$ cat src/design/wmb_pkg.sv
// constants, offsets and state type for the word multiply / negate / block out
// Summary of operation
// - unsigned multiply: pointer_pair times source, product high to upper pair
// - unsigned multiply sets carry when product reaches 2**16, else upper zero
// - unsigned multiply clears sign and overflow, zero on zero product
// - signed multiply forms 32-bit two's-complement product in both pairs
// - signed multiply carry set when product leaves 16-bit signed range
// - signed multiply: sign and zero from product, overflow cleared
// - register form pair field 000/010/100/110, low bits 011 or 010
// - indexed form: 000 first index, 010 second, 16-bit displacement low first
// - byte negate: accumulator two's complement, half-carry borrow bit 4, subtract
// - byte negate carry set when accumulator was nonzero
// - negate opcodes after prefix: 01 000 100 byte, 01 001 100 word
// - word negate: 8000 maps to itself and sets overflow
// - word negate: half-carry borrow bit 12, carry if nonzero, subtract set
// - inclusive or of accumulator and source into accumulator
// - or flags: sign, zero, even parity, clear half-carry, subtract, carry
// - index byte field 100 high, 101 low; prefix bit picks index register
// - block output repeats, decrements count, zero start gives 256 transfers
// - pointer pair drops by one per byte, two per word
// - io address: port low byte, count bits 8-15, io page bits 16-23
// - interruptible between transfers, start pc kept, completion sets zero, subtract
// - block output traps when inhibit user io bit is one
// - block output opcodes 10 111 011 byte, 10 011 011 word
package wmb_pkg;
    localparam logic [7:0]  OFF_AF      = 8'h00;
    localparam logic [7:0]  OFF_BC      = 8'h04;
    localparam logic [7:0]  OFF_DE      = 8'h08;
    localparam logic [7:0]  OFF_HL      = 8'h0C;
    localparam logic [7:0]  OFF_IX      = 8'h10;
    localparam logic [7:0]  OFF_IY      = 8'h14;
    localparam logic [7:0]  OFF_SP      = 8'h18;
    localparam logic [7:0]  OFF_SRC     = 8'h1C;
    localparam logic [7:0]  OFF_DISP    = 8'h20;
    localparam logic [7:0]  OFF_IOPAGE  = 8'h24;
    localparam logic [7:0]  OFF_TRAPC   = 8'h28;
    localparam logic [7:0]  OFF_PC      = 8'h2C;
    localparam logic [7:0]  OFF_CMD     = 8'h30;
    localparam logic [7:0]  OFF_STATUS  = 8'h34;
    localparam int          F_S         = 7;
    localparam int          F_Z         = 6;
    localparam int          F_H         = 4;
    localparam int          F_V         = 2;
    localparam int          F_N         = 1;
    localparam int          F_C         = 0;
    localparam int          TRAP_INH    = 0;
    localparam logic [7:0]  RST_BYTE    = 8'h00;
    localparam logic [15:0] RST_WORD    = 16'h0000;
    localparam logic [7:0]  PFX_NONE    = 8'h00;
    localparam logic [7:0]  PFX_ED      = 8'hED;
    localparam logic [7:0]  PFX_DD      = 8'hDD;
    localparam logic [7:0]  PFX_FD      = 8'hFD;
    localparam logic [7:0]  OP_IDLE     = 8'h00;
    localparam logic [7:0]  OP_NEG_A    = 8'h44;
    localparam logic [7:0]  OP_NEG_HL   = 8'h4C;
    localparam logic [7:0]  OP_BLK_B    = 8'hBB;
    localparam logic [7:0]  OP_BLK_W    = 8'h9B;
    localparam logic [2:0]  MUL_U       = 3'h3;
    localparam logic [2:0]  MUL_S       = 3'h2;
    localparam logic [1:0]  MUL_GRP     = 2'h3;
    localparam logic [4:0]  OR_GRP      = 5'h16;
    localparam logic [2:0]  RR_BC       = 3'h0;
    localparam logic [2:0]  RR_DE       = 3'h2;
    localparam logic [2:0]  RR_HL       = 3'h4;
    localparam logic [2:0]  RR_SP       = 3'h6;
    localparam logic [2:0]  XY_FIRST    = 3'h0;
    localparam logic [2:0]  XY_SECOND   = 3'h2;
    localparam logic [2:0]  RX_HI       = 3'h4;
    localparam logic [2:0]  RX_LO       = 3'h5;
    localparam logic [7:0]  BYTE_MIN    = 8'h80;
    localparam logic [15:0] WORD_MIN    = 16'h8000;
    localparam logic [15:0] STEP_BYTE   = 16'h0001;
    localparam logic [15:0] STEP_WORD   = 16'h0002;
    localparam logic [7:0]  CNT_LAST    = 8'h01;
    localparam int          STS_BUSY    = 0;
    localparam int          STS_TRAP    = 1;
    localparam int          STS_IRQ     = 2;
    localparam int          STS_ILL     = 3;
    typedef enum logic [2:0] {
        ST_IDLE,
        ST_DEC,
        ST_FETCH,
        ST_RD,
        ST_WR
    } wmb_state_e;
endpackage
$ cat src/design/wmb_exec.sv
// execution slice: word multiply, negate, or, idle, block output down
//
// Design decisions made here: the address map and the AHB-Lite register port.
module wmb_exec
    import wmb_pkg::*;
(
    input  wire logic        hclk,
    input  wire logic        hresetn,
    input  wire logic        ce,
    input  wire logic        hsel,
    input  wire logic [31:0] haddr,
    input  wire logic [1:0]  htrans,
    input  wire logic        hwrite,
    input  wire logic [2:0]  hsize,
    input  wire logic [31:0] hwdata,
    input  wire logic        hready,
    output logic      [31:0] hrdata,
    output logic             hreadyout,
    output logic             hresp,
    input  wire logic        irq_req,
    output logic             mem_req,
    output logic      [15:0] mem_addr,
    output logic             mem_word,
    input  wire logic        mem_ack,
    input  wire logic [15:0] mem_rdata,
    output logic             io_req,
    output logic      [23:0] io_addr,
    output logic      [15:0] io_data,
    output logic             io_word,
    input  wire logic        io_ack
);
    function automatic logic [15:0] pair_val(input logic [2:0] rr,
            input logic [15:0] bc, input logic [15:0] de,
            input logic [15:0] hl, input logic [15:0] sp);
        case (rr)
            RR_BC:   pair_val = bc;
            RR_DE:   pair_val = de;
            RR_HL:   pair_val = hl;
            default: pair_val = sp;
        endcase
    endfunction

    function automatic logic wsel(input logic wr, input logic [7:0] a,
            input logic [7:0] off);
        wsel = wr && (a == off);
    endfunction

    wmb_state_e  st_r;
    logic [7:0]  a_r, f_r, iopg_r, trapc_r, waddr_r;
    logic [15:0] bc_r, de_r, hl_r, ix_r, iy_r, sp_r, src_r, disp_r, pc_r;
    logic [15:0] maddr_r, iod_r;
    logic [23:0] cmd_r;
    logic [3:0]  sts_r;
    logic        wpend_r;
    logic [31:0] rdata_r;
    logic [7:0]  a_nxt, f_nxt, or_src, or_res, na_res;
    logic [15:0] bc_nxt, de_nxt, hl_nxt, pc_nxt, mul_src, len, nw_res;
    logic [15:0] xidx, pidx;
    logic [31:0] prod;
    logic        mcarry, exec_en, ill;
    logic        bus_wr, idle;
    logic [7:0]  p1, p2, op;
    logic        ed_only, ix_ed, mul, idle_instruction, nega, negw, oro, blk, xform;
    logic        need16, wform, done;

    assign p1 = cmd_r[15:8];
    assign p2 = cmd_r[23:16];
    assign op = cmd_r[7:0];
    assign idle = (st_r == ST_IDLE);
    assign ed_only = (p1 == PFX_ED) && (p2 == PFX_NONE);
    assign ix_ed = (p1 == PFX_DD || p1 == PFX_FD) && (p2 == PFX_ED);
    assign mul = (ed_only || ix_ed) && (op[7:6] == MUL_GRP) && !op[3]
        && (op[2:0] == MUL_U || op[2:0] == MUL_S);
    assign idle_instruction = (p1 == PFX_NONE) && (p2 == PFX_NONE) && (op == OP_IDLE);
    assign nega = ed_only && (op == OP_NEG_A);
    assign negw = ed_only && (op == OP_NEG_HL);
    assign oro = (p2 == PFX_NONE) && (op[7:3] == OR_GRP)
        && ((p1 == PFX_NONE) || ((p1 == PFX_DD || p1 == PFX_FD)
        && (op[2:0] == RX_HI || op[2:0] == RX_LO)));
    assign blk = ed_only && (op == OP_BLK_B || op == OP_BLK_W);
    assign wform = (op == OP_BLK_W);
    assign xform = mul && ix_ed && (p1 == PFX_FD)
        && (op[5:3] == XY_FIRST || op[5:3] == XY_SECOND);
    assign xidx = (op[5:3] == XY_SECOND) ? iy_r : ix_r;
    assign pidx = (p1 == PFX_FD) ? iy_r : ix_r;
    assign need16 = mul && ix_ed && (op[5:3] != RR_HL)
        && !(p1 == PFX_DD && op[5:3] == XY_FIRST);
    assign len = STEP_BYTE + ((p1 != PFX_NONE) ? STEP_BYTE : RST_WORD)
        + ((p2 != PFX_NONE) ? STEP_BYTE : RST_WORD)
        + (need16 ? STEP_WORD : RST_WORD);
    assign done = (bc_r[15:8] == CNT_LAST);

    always_comb begin
        if (ed_only)
            mul_src = pair_val(op[5:3], bc_r, de_r, hl_r, sp_r);
        else if (op[5:3] == RR_HL)
            mul_src = pidx;
        else if (xform)
            mul_src = mem_rdata;
        else
            mul_src = src_r;
    end

    wmb_mul u_mul (
        .multiplicand (hl_r),
        .multiplier   (mul_src),
        .signed_mode  (op[2:0] == MUL_S),
        .product      (prod),
        .carry        (mcarry)
    );

    always_comb begin
        if (p1 != PFX_NONE)
            or_src = (op[2:0] == RX_HI) ? pidx[15:8] : pidx[7:0];
        else begin
            case (op[2:0])
                3'h0:    or_src = bc_r[15:8];
                3'h1:    or_src = bc_r[7:0];
                3'h2:    or_src = de_r[15:8];
                3'h3:    or_src = de_r[7:0];
                3'h4:    or_src = hl_r[15:8];
                3'h5:    or_src = hl_r[7:0];
                3'h6:    or_src = src_r[7:0];
                default: or_src = a_r;
            endcase
        end
    end

    assign or_res = a_r | or_src;
    assign na_res = 8'(RST_BYTE - a_r);
    assign nw_res = 16'(RST_WORD - hl_r);

    always_comb begin
        a_nxt = a_r;
        f_nxt = f_r;
        bc_nxt = bc_r;
        de_nxt = de_r;
        hl_nxt = hl_r;
        pc_nxt = pc_r + len;
        ill = 1'b0;
        if (st_r == ST_WR) begin
            bc_nxt = {8'(bc_r[15:8] - CNT_LAST), bc_r[7:0]};
            hl_nxt = hl_r - (wform ? STEP_WORD : STEP_BYTE);
            if (done) begin
                f_nxt[F_Z] = 1'b1;
                f_nxt[F_N] = 1'b1;
            end else
                pc_nxt = pc_r;
        end else if (idle_instruction) begin
            pc_nxt = pc_r + STEP_BYTE;
        end else if (oro) begin
            a_nxt = or_res;
            f_nxt[F_S] = or_res[7];
            f_nxt[F_Z] = (or_res == RST_BYTE);
            f_nxt[F_H] = 1'b0;
            f_nxt[F_V] = ~^or_res;
            f_nxt[F_N] = 1'b0;
            f_nxt[F_C] = 1'b0;
        end else if (nega) begin
            a_nxt = na_res;
            f_nxt[F_S] = na_res[7];
            f_nxt[F_Z] = (na_res == RST_BYTE);
            f_nxt[F_H] = (a_r[3:0] != 4'h0);
            f_nxt[F_V] = (a_r == BYTE_MIN);
            f_nxt[F_N] = 1'b1;
            f_nxt[F_C] = (a_r != RST_BYTE);
        end else if (negw) begin
            hl_nxt = nw_res;
            f_nxt[F_S] = nw_res[15];
            f_nxt[F_Z] = (nw_res == RST_WORD);
            f_nxt[F_H] = (hl_r[11:0] != 12'h000);
            f_nxt[F_V] = (hl_r == WORD_MIN);
            f_nxt[F_N] = 1'b1;
            f_nxt[F_C] = (hl_r != RST_WORD);
        end else if (mul) begin
            de_nxt = prod[31:16];
            hl_nxt = prod[15:0];
            f_nxt[F_S] = (op[2:0] == MUL_S) && prod[31];
            f_nxt[F_Z] = (prod == {RST_WORD, RST_WORD});
            f_nxt[F_V] = 1'b0;
            f_nxt[F_C] = mcarry;
        end else begin
            ill = 1'b1;
            pc_nxt = pc_r;
        end
    end

    assign exec_en = ((st_r == ST_DEC) && !xform && !blk)
        || ((st_r == ST_FETCH) && mem_ack) || ((st_r == ST_WR) && io_ack);

    // ahb-lite slave, zero wait, always okay
    assign hreadyout = 1'b1;
    assign hresp = 1'b0;
    assign hrdata = rdata_r;
    assign bus_wr = wpend_r && idle;

    always_ff @(posedge hclk or negedge hresetn) begin
        if (!hresetn) begin
            wpend_r <= 1'b0;
            waddr_r <= RST_BYTE;
            rdata_r <= {RST_WORD, RST_WORD};
        end else if (ce) begin
            wpend_r <= hsel && htrans[1] && hready && hwrite;
            waddr_r <= haddr[7:0];
            if (hsel && htrans[1] && hready && !hwrite) begin
                case (haddr[7:0])
                    OFF_AF:     rdata_r <= {RST_WORD, a_r, f_r};
                    OFF_BC:     rdata_r <= {RST_WORD, bc_r};
                    OFF_DE:     rdata_r <= {RST_WORD, de_r};
                    OFF_HL:     rdata_r <= {RST_WORD, hl_r};
                    OFF_IX:     rdata_r <= {RST_WORD, ix_r};
                    OFF_IY:     rdata_r <= {RST_WORD, iy_r};
                    OFF_SP:     rdata_r <= {RST_WORD, sp_r};
                    OFF_SRC:    rdata_r <= {RST_WORD, src_r};
                    OFF_DISP:   rdata_r <= {RST_WORD, disp_r};
                    OFF_IOPAGE: rdata_r <= {RST_WORD, RST_BYTE, iopg_r};
                    OFF_TRAPC:  rdata_r <= {RST_WORD, RST_BYTE, trapc_r};
                    OFF_PC:     rdata_r <= {RST_WORD, pc_r};
                    OFF_CMD:    rdata_r <= {RST_BYTE, cmd_r};
                    OFF_STATUS: rdata_r <= {RST_WORD, RST_BYTE,
                                            4'h0, sts_r[3:1], !idle};
                    default:    rdata_r <= {RST_WORD, RST_WORD};
                endcase
            end
        end
    end

    // architectural registers: software loads while idle, execution updates
    always_ff @(posedge hclk or negedge hresetn) begin
        if (!hresetn) begin
            a_r <= RST_BYTE;
            f_r <= RST_BYTE;
            bc_r <= RST_WORD;
            de_r <= RST_WORD;
            hl_r <= RST_WORD;
            ix_r <= RST_WORD;
            iy_r <= RST_WORD;
            sp_r <= RST_WORD;
            src_r <= RST_WORD;
            disp_r <= RST_WORD;
            iopg_r <= RST_BYTE;
            trapc_r <= RST_BYTE;
            pc_r <= RST_WORD;
        end else if (ce) begin
            if (wsel(bus_wr, waddr_r, OFF_AF)) begin
                a_r <= hwdata[15:8];
                f_r <= hwdata[7:0];
            end
            if (wsel(bus_wr, waddr_r, OFF_BC)) bc_r <= hwdata[15:0];
            if (wsel(bus_wr, waddr_r, OFF_DE)) de_r <= hwdata[15:0];
            if (wsel(bus_wr, waddr_r, OFF_HL)) hl_r <= hwdata[15:0];
            if (wsel(bus_wr, waddr_r, OFF_IX)) ix_r <= hwdata[15:0];
            if (wsel(bus_wr, waddr_r, OFF_IY)) iy_r <= hwdata[15:0];
            if (wsel(bus_wr, waddr_r, OFF_SP)) sp_r <= hwdata[15:0];
            if (wsel(bus_wr, waddr_r, OFF_SRC)) src_r <= hwdata[15:0];
            if (wsel(bus_wr, waddr_r, OFF_DISP)) disp_r <= hwdata[15:0];
            if (wsel(bus_wr, waddr_r, OFF_IOPAGE)) iopg_r <= hwdata[7:0];
            if (wsel(bus_wr, waddr_r, OFF_TRAPC)) trapc_r <= hwdata[7:0];
            if (wsel(bus_wr, waddr_r, OFF_PC)) pc_r <= hwdata[15:0];
            if (exec_en) begin
                a_r <= a_nxt;
                f_r <= f_nxt;
                bc_r <= bc_nxt;
                de_r <= de_nxt;
                hl_r <= hl_nxt;
                pc_r <= pc_nxt;
            end
        end
    end

    // sequencer
    always_ff @(posedge hclk or negedge hresetn) begin
        if (!hresetn) begin
            st_r <= ST_IDLE;
            cmd_r <= {RST_BYTE, RST_WORD};
            sts_r <= 4'h0;
            maddr_r <= RST_WORD;
            iod_r <= RST_WORD;
        end else if (ce) begin
            case (st_r)
                ST_IDLE: begin
                    if (wsel(bus_wr, waddr_r, OFF_CMD)) begin
                        cmd_r <= hwdata[23:0];
                        sts_r <= 4'h0;
                        st_r <= ST_DEC;
                    end
                end
                ST_DEC: begin
                    if (xform) begin
                        maddr_r <= xidx + disp_r;
                        st_r <= ST_FETCH;
                    end else if (blk && trapc_r[TRAP_INH]) begin
                        sts_r[STS_TRAP] <= 1'b1;
                        st_r <= ST_IDLE;
                    end else if (blk) begin
                        maddr_r <= hl_r;
                        st_r <= ST_RD;
                    end else begin
                        sts_r[STS_ILL] <= ill;
                        st_r <= ST_IDLE;
                    end
                end
                ST_FETCH: begin
                    if (mem_ack)
                        st_r <= ST_IDLE;
                end
                ST_RD: begin
                    if (mem_ack) begin
                        iod_r <= wform ? mem_rdata : {RST_BYTE, mem_rdata[7:0]};
                        st_r <= ST_WR;
                    end
                end
                ST_WR: begin
                    if (io_ack) begin
                        maddr_r <= hl_nxt;
                        if (done)
                            st_r <= ST_IDLE;
                        else if (irq_req) begin
                            sts_r[STS_IRQ] <= 1'b1;
                            st_r <= ST_IDLE;
                        end else
                            st_r <= ST_RD;
                    end
                end
                default: st_r <= ST_IDLE;
            endcase
        end
    end

    assign mem_req = (st_r == ST_FETCH) || (st_r == ST_RD);
    assign mem_addr = maddr_r;
    assign mem_word = (st_r == ST_FETCH) || wform;
    assign io_req = (st_r == ST_WR);
    assign io_addr = {iopg_r, bc_r};
    assign io_data = iod_r;
    assign io_word = wform;

    logic fire;
    assign fire = ce && exec_en;
endmodule

$ cat src/design/wmb_mul.sv
// 16 x 16 multiplier, signed or unsigned, with range carry
module wmb_mul
    import wmb_pkg::*;
(
    input  wire logic [15:0] multiplicand,
    input  wire logic [15:0] multiplier,
    input  wire logic        signed_mode,
    output logic      [31:0] product,
    output logic             carry
);
    logic [16:0] ea;
    logic [16:0] eb;
    logic [33:0] full;

    assign ea = {signed_mode & multiplicand[15], multiplicand};
    assign eb = {signed_mode & multiplier[15], multiplier};
    assign full = 34'($signed(ea) * $signed(eb));
    assign product = full[31:0];
    assign carry = signed_mode ? (product[31:16] != {16{product[15]}})
                               : (product[31:16] != RST_WORD);
endmodule

$ cat config.mk
export PLATFORM = sky130hd
export DESIGN_NAME = wmb_exec
export DESIGN_NICKNAME = d
export VERILOG_FILES = /design/src/design/wmb_pkg.sv /design/src/design/wmb_exec.sv /design/src/design/wmb_mul.sv
export SDC_FILE = /design/constraint.sdc
export NUM_CORES = 2
export LEC_CHECK = 0
export BUFFER_PORTS_ARGS = -buffer_cell sky130_fd_sc_hd__buf_2
export CORE_UTILIZATION = 57
export DETAILED_ROUTE_END_ITERATION = 8
export GPL_ROUTABILITY_DRIVEN = 1
export PLACE_DENSITY = 0.82
export SLEW_MARGIN = 40
export SYNTH_ARGS = -nofsm -noshare
export SYNTH_HDL_FRONTEND = slang
export SYNTH_SLANG_ARGS = --single-unit
$ cat constraint.sdc
create_clock -name hclk -period 8.6 [get_ports hclk]
set_input_delay 0.43 -clock hclk [delete_from_list [all_inputs] [get_ports hclk]]
set_output_delay 0.43 -clock hclk [all_outputs]
set_load 0.03 [all_outputs]
==> impl_metrics.yaml <==
run_status:
  outcome: "complete, but fails checks"
  violations: "DRC"
die:
  start_util_pct: 58.07
  die_h_um: 226
  fp.dieW_um: 226
  io_pins: 188
  row_count: 81
  design.die.area_sq_mm: 0.05108
  design.core.area_sq_mm: 0.04925
logic_synthesis:
  synthTopCellsByArea: "dfrtp_1 24%, fa_1 20%, mux2_2 6.7%, nand2_1 5.0%, ha_1 4.9%"
  post-synth-top-area-cell: "dfrtp_1"
  yosys.area.top_type_share_pct: 23.71
  postSynthCellCount: 3160
  synthArstFlopShare_pct: 100.0
  netlist_area_sq_mm: 0.02860
  synth.yosys.warnings: 0
  synth.ff_latch_count: 271
  synth-main-ff-cell: "dfrtp_1"
  yosysUniqueCellTypes: 108
  seq_area_frac_synth_pct: 23.71
  synthesis.area_per_instance_sq_um: 9.051
  synth-edff-count: 0
timing:
  tightestPinTransition_ps: 902.8
  slew_headroom_pct: 39.30
  finClkSkew_ps: 17.66
  min_period_over_period_pct: 98.44
  rsz0062_at_grt: "true"
  report.final.slew_viol_count: 0
  final-hold-violation-count: 0
  fin_setup_tns_ps: 0
  setup_viol: 0
  post-route-min-period_ps: 8466
  clock.fmax_mhz: 118.1
finish:
  final-instance-count-excl-fill: 4008
  final_layout_size_suffix_gt1_share_pct: 20.23
  synth_to_layout_area_growth_pct: 13.34
  ff_latch_area_sq_mm: 0.006784
  multi_input_comb_area_sq_mm: 0.02036
  count_of_nets_after_finishing: 3812
  fill_cells: 3980
  finish.utilization_pct: 65.81
drt:
  drt_first_pass_iters: 9
  routedWlPerCell_um: 26.75
  postRouteAntennaNets: 0
  routed_wirelength_um: 107200
  vias_per_cell: 6.694
  routed-via-count: 26828
  drt-initial-drc-count: 3947
  drcViolationCount: 31
pwr:
  power_leakage_nw: 13.79
  max-vdd-ir-drop_uv: 240.8
  fin_total_pwr_mw: 5.895
  pwr_density_cell_mw_per_mm2: 181.9
clock_network:
  clock_sinks: 271
  buffer_depth_of_the_longest_clock_path: 3
  cts.clk_slew.worst_paths_ps: 70
  tritoncts_clock_tree: "built"
  cts.htree.levels: 1
  cts-buffers-inserted: 28
  insertion_delay_ps: 590
  cts_root_buffer: "clkbuf_16"
place:
  placement.io_buffers: 141
  detailedPlacementHpwl_um: 80640
  place_congestion: 1.169
  placed_instance_count: 3943
critical_path:
  slowest_stage: "fa_1"
  arrival_ps: 8970
  slowest_delay_ps: 590
  crit_path_frequent_cell: "fa_1"
  timing_worst_setup_path_type: "flip-flop to flip-flop"
  timing.critical_path.fanout_max: 6
  cp-end-kind: "flip-flop"
  cp.required_ps: 9100
  crit_path_start_kind: "flip-flop"
grt:
  grt_util_all_layers_pct: 42.27
  grt_start_max_net_pins: 149
  leftover_overflow_at_the_end_of_global_routing: 0
  grt_pass1_vias: 25824
  initial_antenna_violation_count: 4
  grt_first_pass_wirelength_um: 159600
hold_path:
  worst_hold_path_type: "input port to flip-flop"
run:
  max-cap-violations: 0
-- Yosys cell counts, types with 12 or more instances --
cell type,n
a22o_1,21
nand4_1,26
nor3_1,49
a211oi_1,22
a221oi_1,28
or2_2,12
a31oi_1,33
o21ai_1,20
inv_1,275
o22ai_1,31
a21o_1,25
o31ai_1,12
mux2i_1,47
nand2b_1,13
fa_1,285
nand3_1,63
a21oi_1,122
nor4_1,18
nor2b_1,81
and2_1,101
xor2_1,29
nor2_1,201
clkbuf_1,162
xnor2_1,56
mux2_2,170
o21ai_0,167
buf_2,19
and3_1,22
dfrtp_1,271
ha_1,113
nand2_1,381
a22oi_1,56
buf_1,16
-- registers in the layout, summed over array words and instances, names as in the netlist --
signal	flops
cmd_r	24
hrdata	24
bc_r	16
de_r	16
disp_r	16
hl_r	16
io_data	16
ix_r	16
iy_r	16
mem_addr	16
pc_r	16
sp_r	16
src_r	16
a_r	8
f_r	8
iopg_r	8
trapc_r	8
waddr_r	8
st_r	3
sts_r	3
wpend_r	1
-- layout by cell type (no fill, tap or decap), types with 13 or more instances in the layout --
master and instances:
nand2_1 379, nand3_2 13, nor2_1 187, mux2i_1 46
mux2_2 170, a22o_1 21, a31oi_1 31, inv_1 275
and3_1 21, o22ai_1 31, nor2b_1 78, and2_1 99
a211oi_1 21, o21ai_1 14, nand4_1 26, nor4_1 15
fa_1 282, a221oi_1 28, a21oi_1 121, a22oi_1 56
ha_1 109, nor3_1 48, dfrtp_1 269, xnor2_1 56
o21ai_0 164, clkbuf_16 28, nand3_1 52, buf_2 141
xor2_1 29, a21o_1 25, buf_4 168
-- layout make-up --
class                      count  share of cell area (%)
timing repair buffer         332                   7.283
antenna                        2                 0.01544
sequential                   271                   20.93
clock inverter                16                  0.7218
inverter                     279                   3.231
clock buffer                  36                   2.439
multi-input combinational   2408                   62.82
tap                          664                   2.563
-- stage by stage --
| step | area, sq um | hold WS (ps) | setup WS (ps) |
|---|---|---|---|
| 3_3_place_gp | 30810 | 454.7 | 171.0 |
| 5_1_grt | 32410 | 72.29 | -58.73 |
| 6_report | 32420 | 69.46 | 134.4 |
| 3_5_place_dp | 30920 | 381.1 | -26.66 |
| 2_1_floorplan | 28630 | 134.4 | 4.118 |
| 4_1_cts | 32010 | 67.23 | 1.227 |
-- cells by family after synthesis --
kind of cell	after synthesis	synth area share, %
AOI/OAI and AO/OA	654	15.33
xor gates and xnor gates	86	2.682
adders and majority gates	398	24.89
buffers and inverters	489	6.711
DFF	271	23.71
muxes	227	9.008
other	2	0.02626
and+or+nand+nor	1033	17.64
-- path summary, 6_finish.rpt --
check	startpoint	end	cells after the start	slack, ps
max in group asynchronous	hresetn	de_r[0]	4	6990
worst max-delay path	cmd_r[20]	f_r[6]	31	130
worst max register to register	cmd_r[20]	f_r[6]	31	130
min in group asynchronous	hresetn	hrdata[19]	2	350
worst min register to register	hrdata[4]	hrdata[4]	1	470
worst min-delay path	hwdata[22]	cmd_r[22]	2	70
-- timing repair --
| action | 4_1_cts | 5_1_grt |
|---|---|---|
| gates resized for setup | 7 | 61 |
| pin swaps | 3 | 29 |
| cloned | 0 | 1 |
| endpoints found under the setup margin | 1 | 4 |
| endpoints found under the hold margin | 53 | 0 |
| buffers inserted | 3 | 5 |
| hold buffers | 1 | 0 |
-- power by group --
part,switching [mW],internal (mW),total (mW),leakage (nW)
clock network,0.582,0.779,1.36,0.488
registers,0.325,1.47,1.79,3.61
logic,1.88,0.863,2.74,9.69
-- critical path, delay by kind of cell, from the launching register on --
family | cells | cell delay (ps)
and+or+nand+nor | 8 | 1750
adders and majority gates | 7 | 3270
AOI/OAI and AO/OA | 8 | 1340
xor gates and xnor gates | 1 | 530
DFF | 1 | 430
buffers and inverters | 7 | 1040
-- metal layers --
metal,track usage (%),vias up,part of all wire [%]
li1,-,11174,-
met1,56.63,13159,38
met2,59.78,2021,41
met3,16.76,470,15
met4,19.40,4,5.9
met5,0,-,0.023
Note: power is estimated with default switching activity, not from simulation.
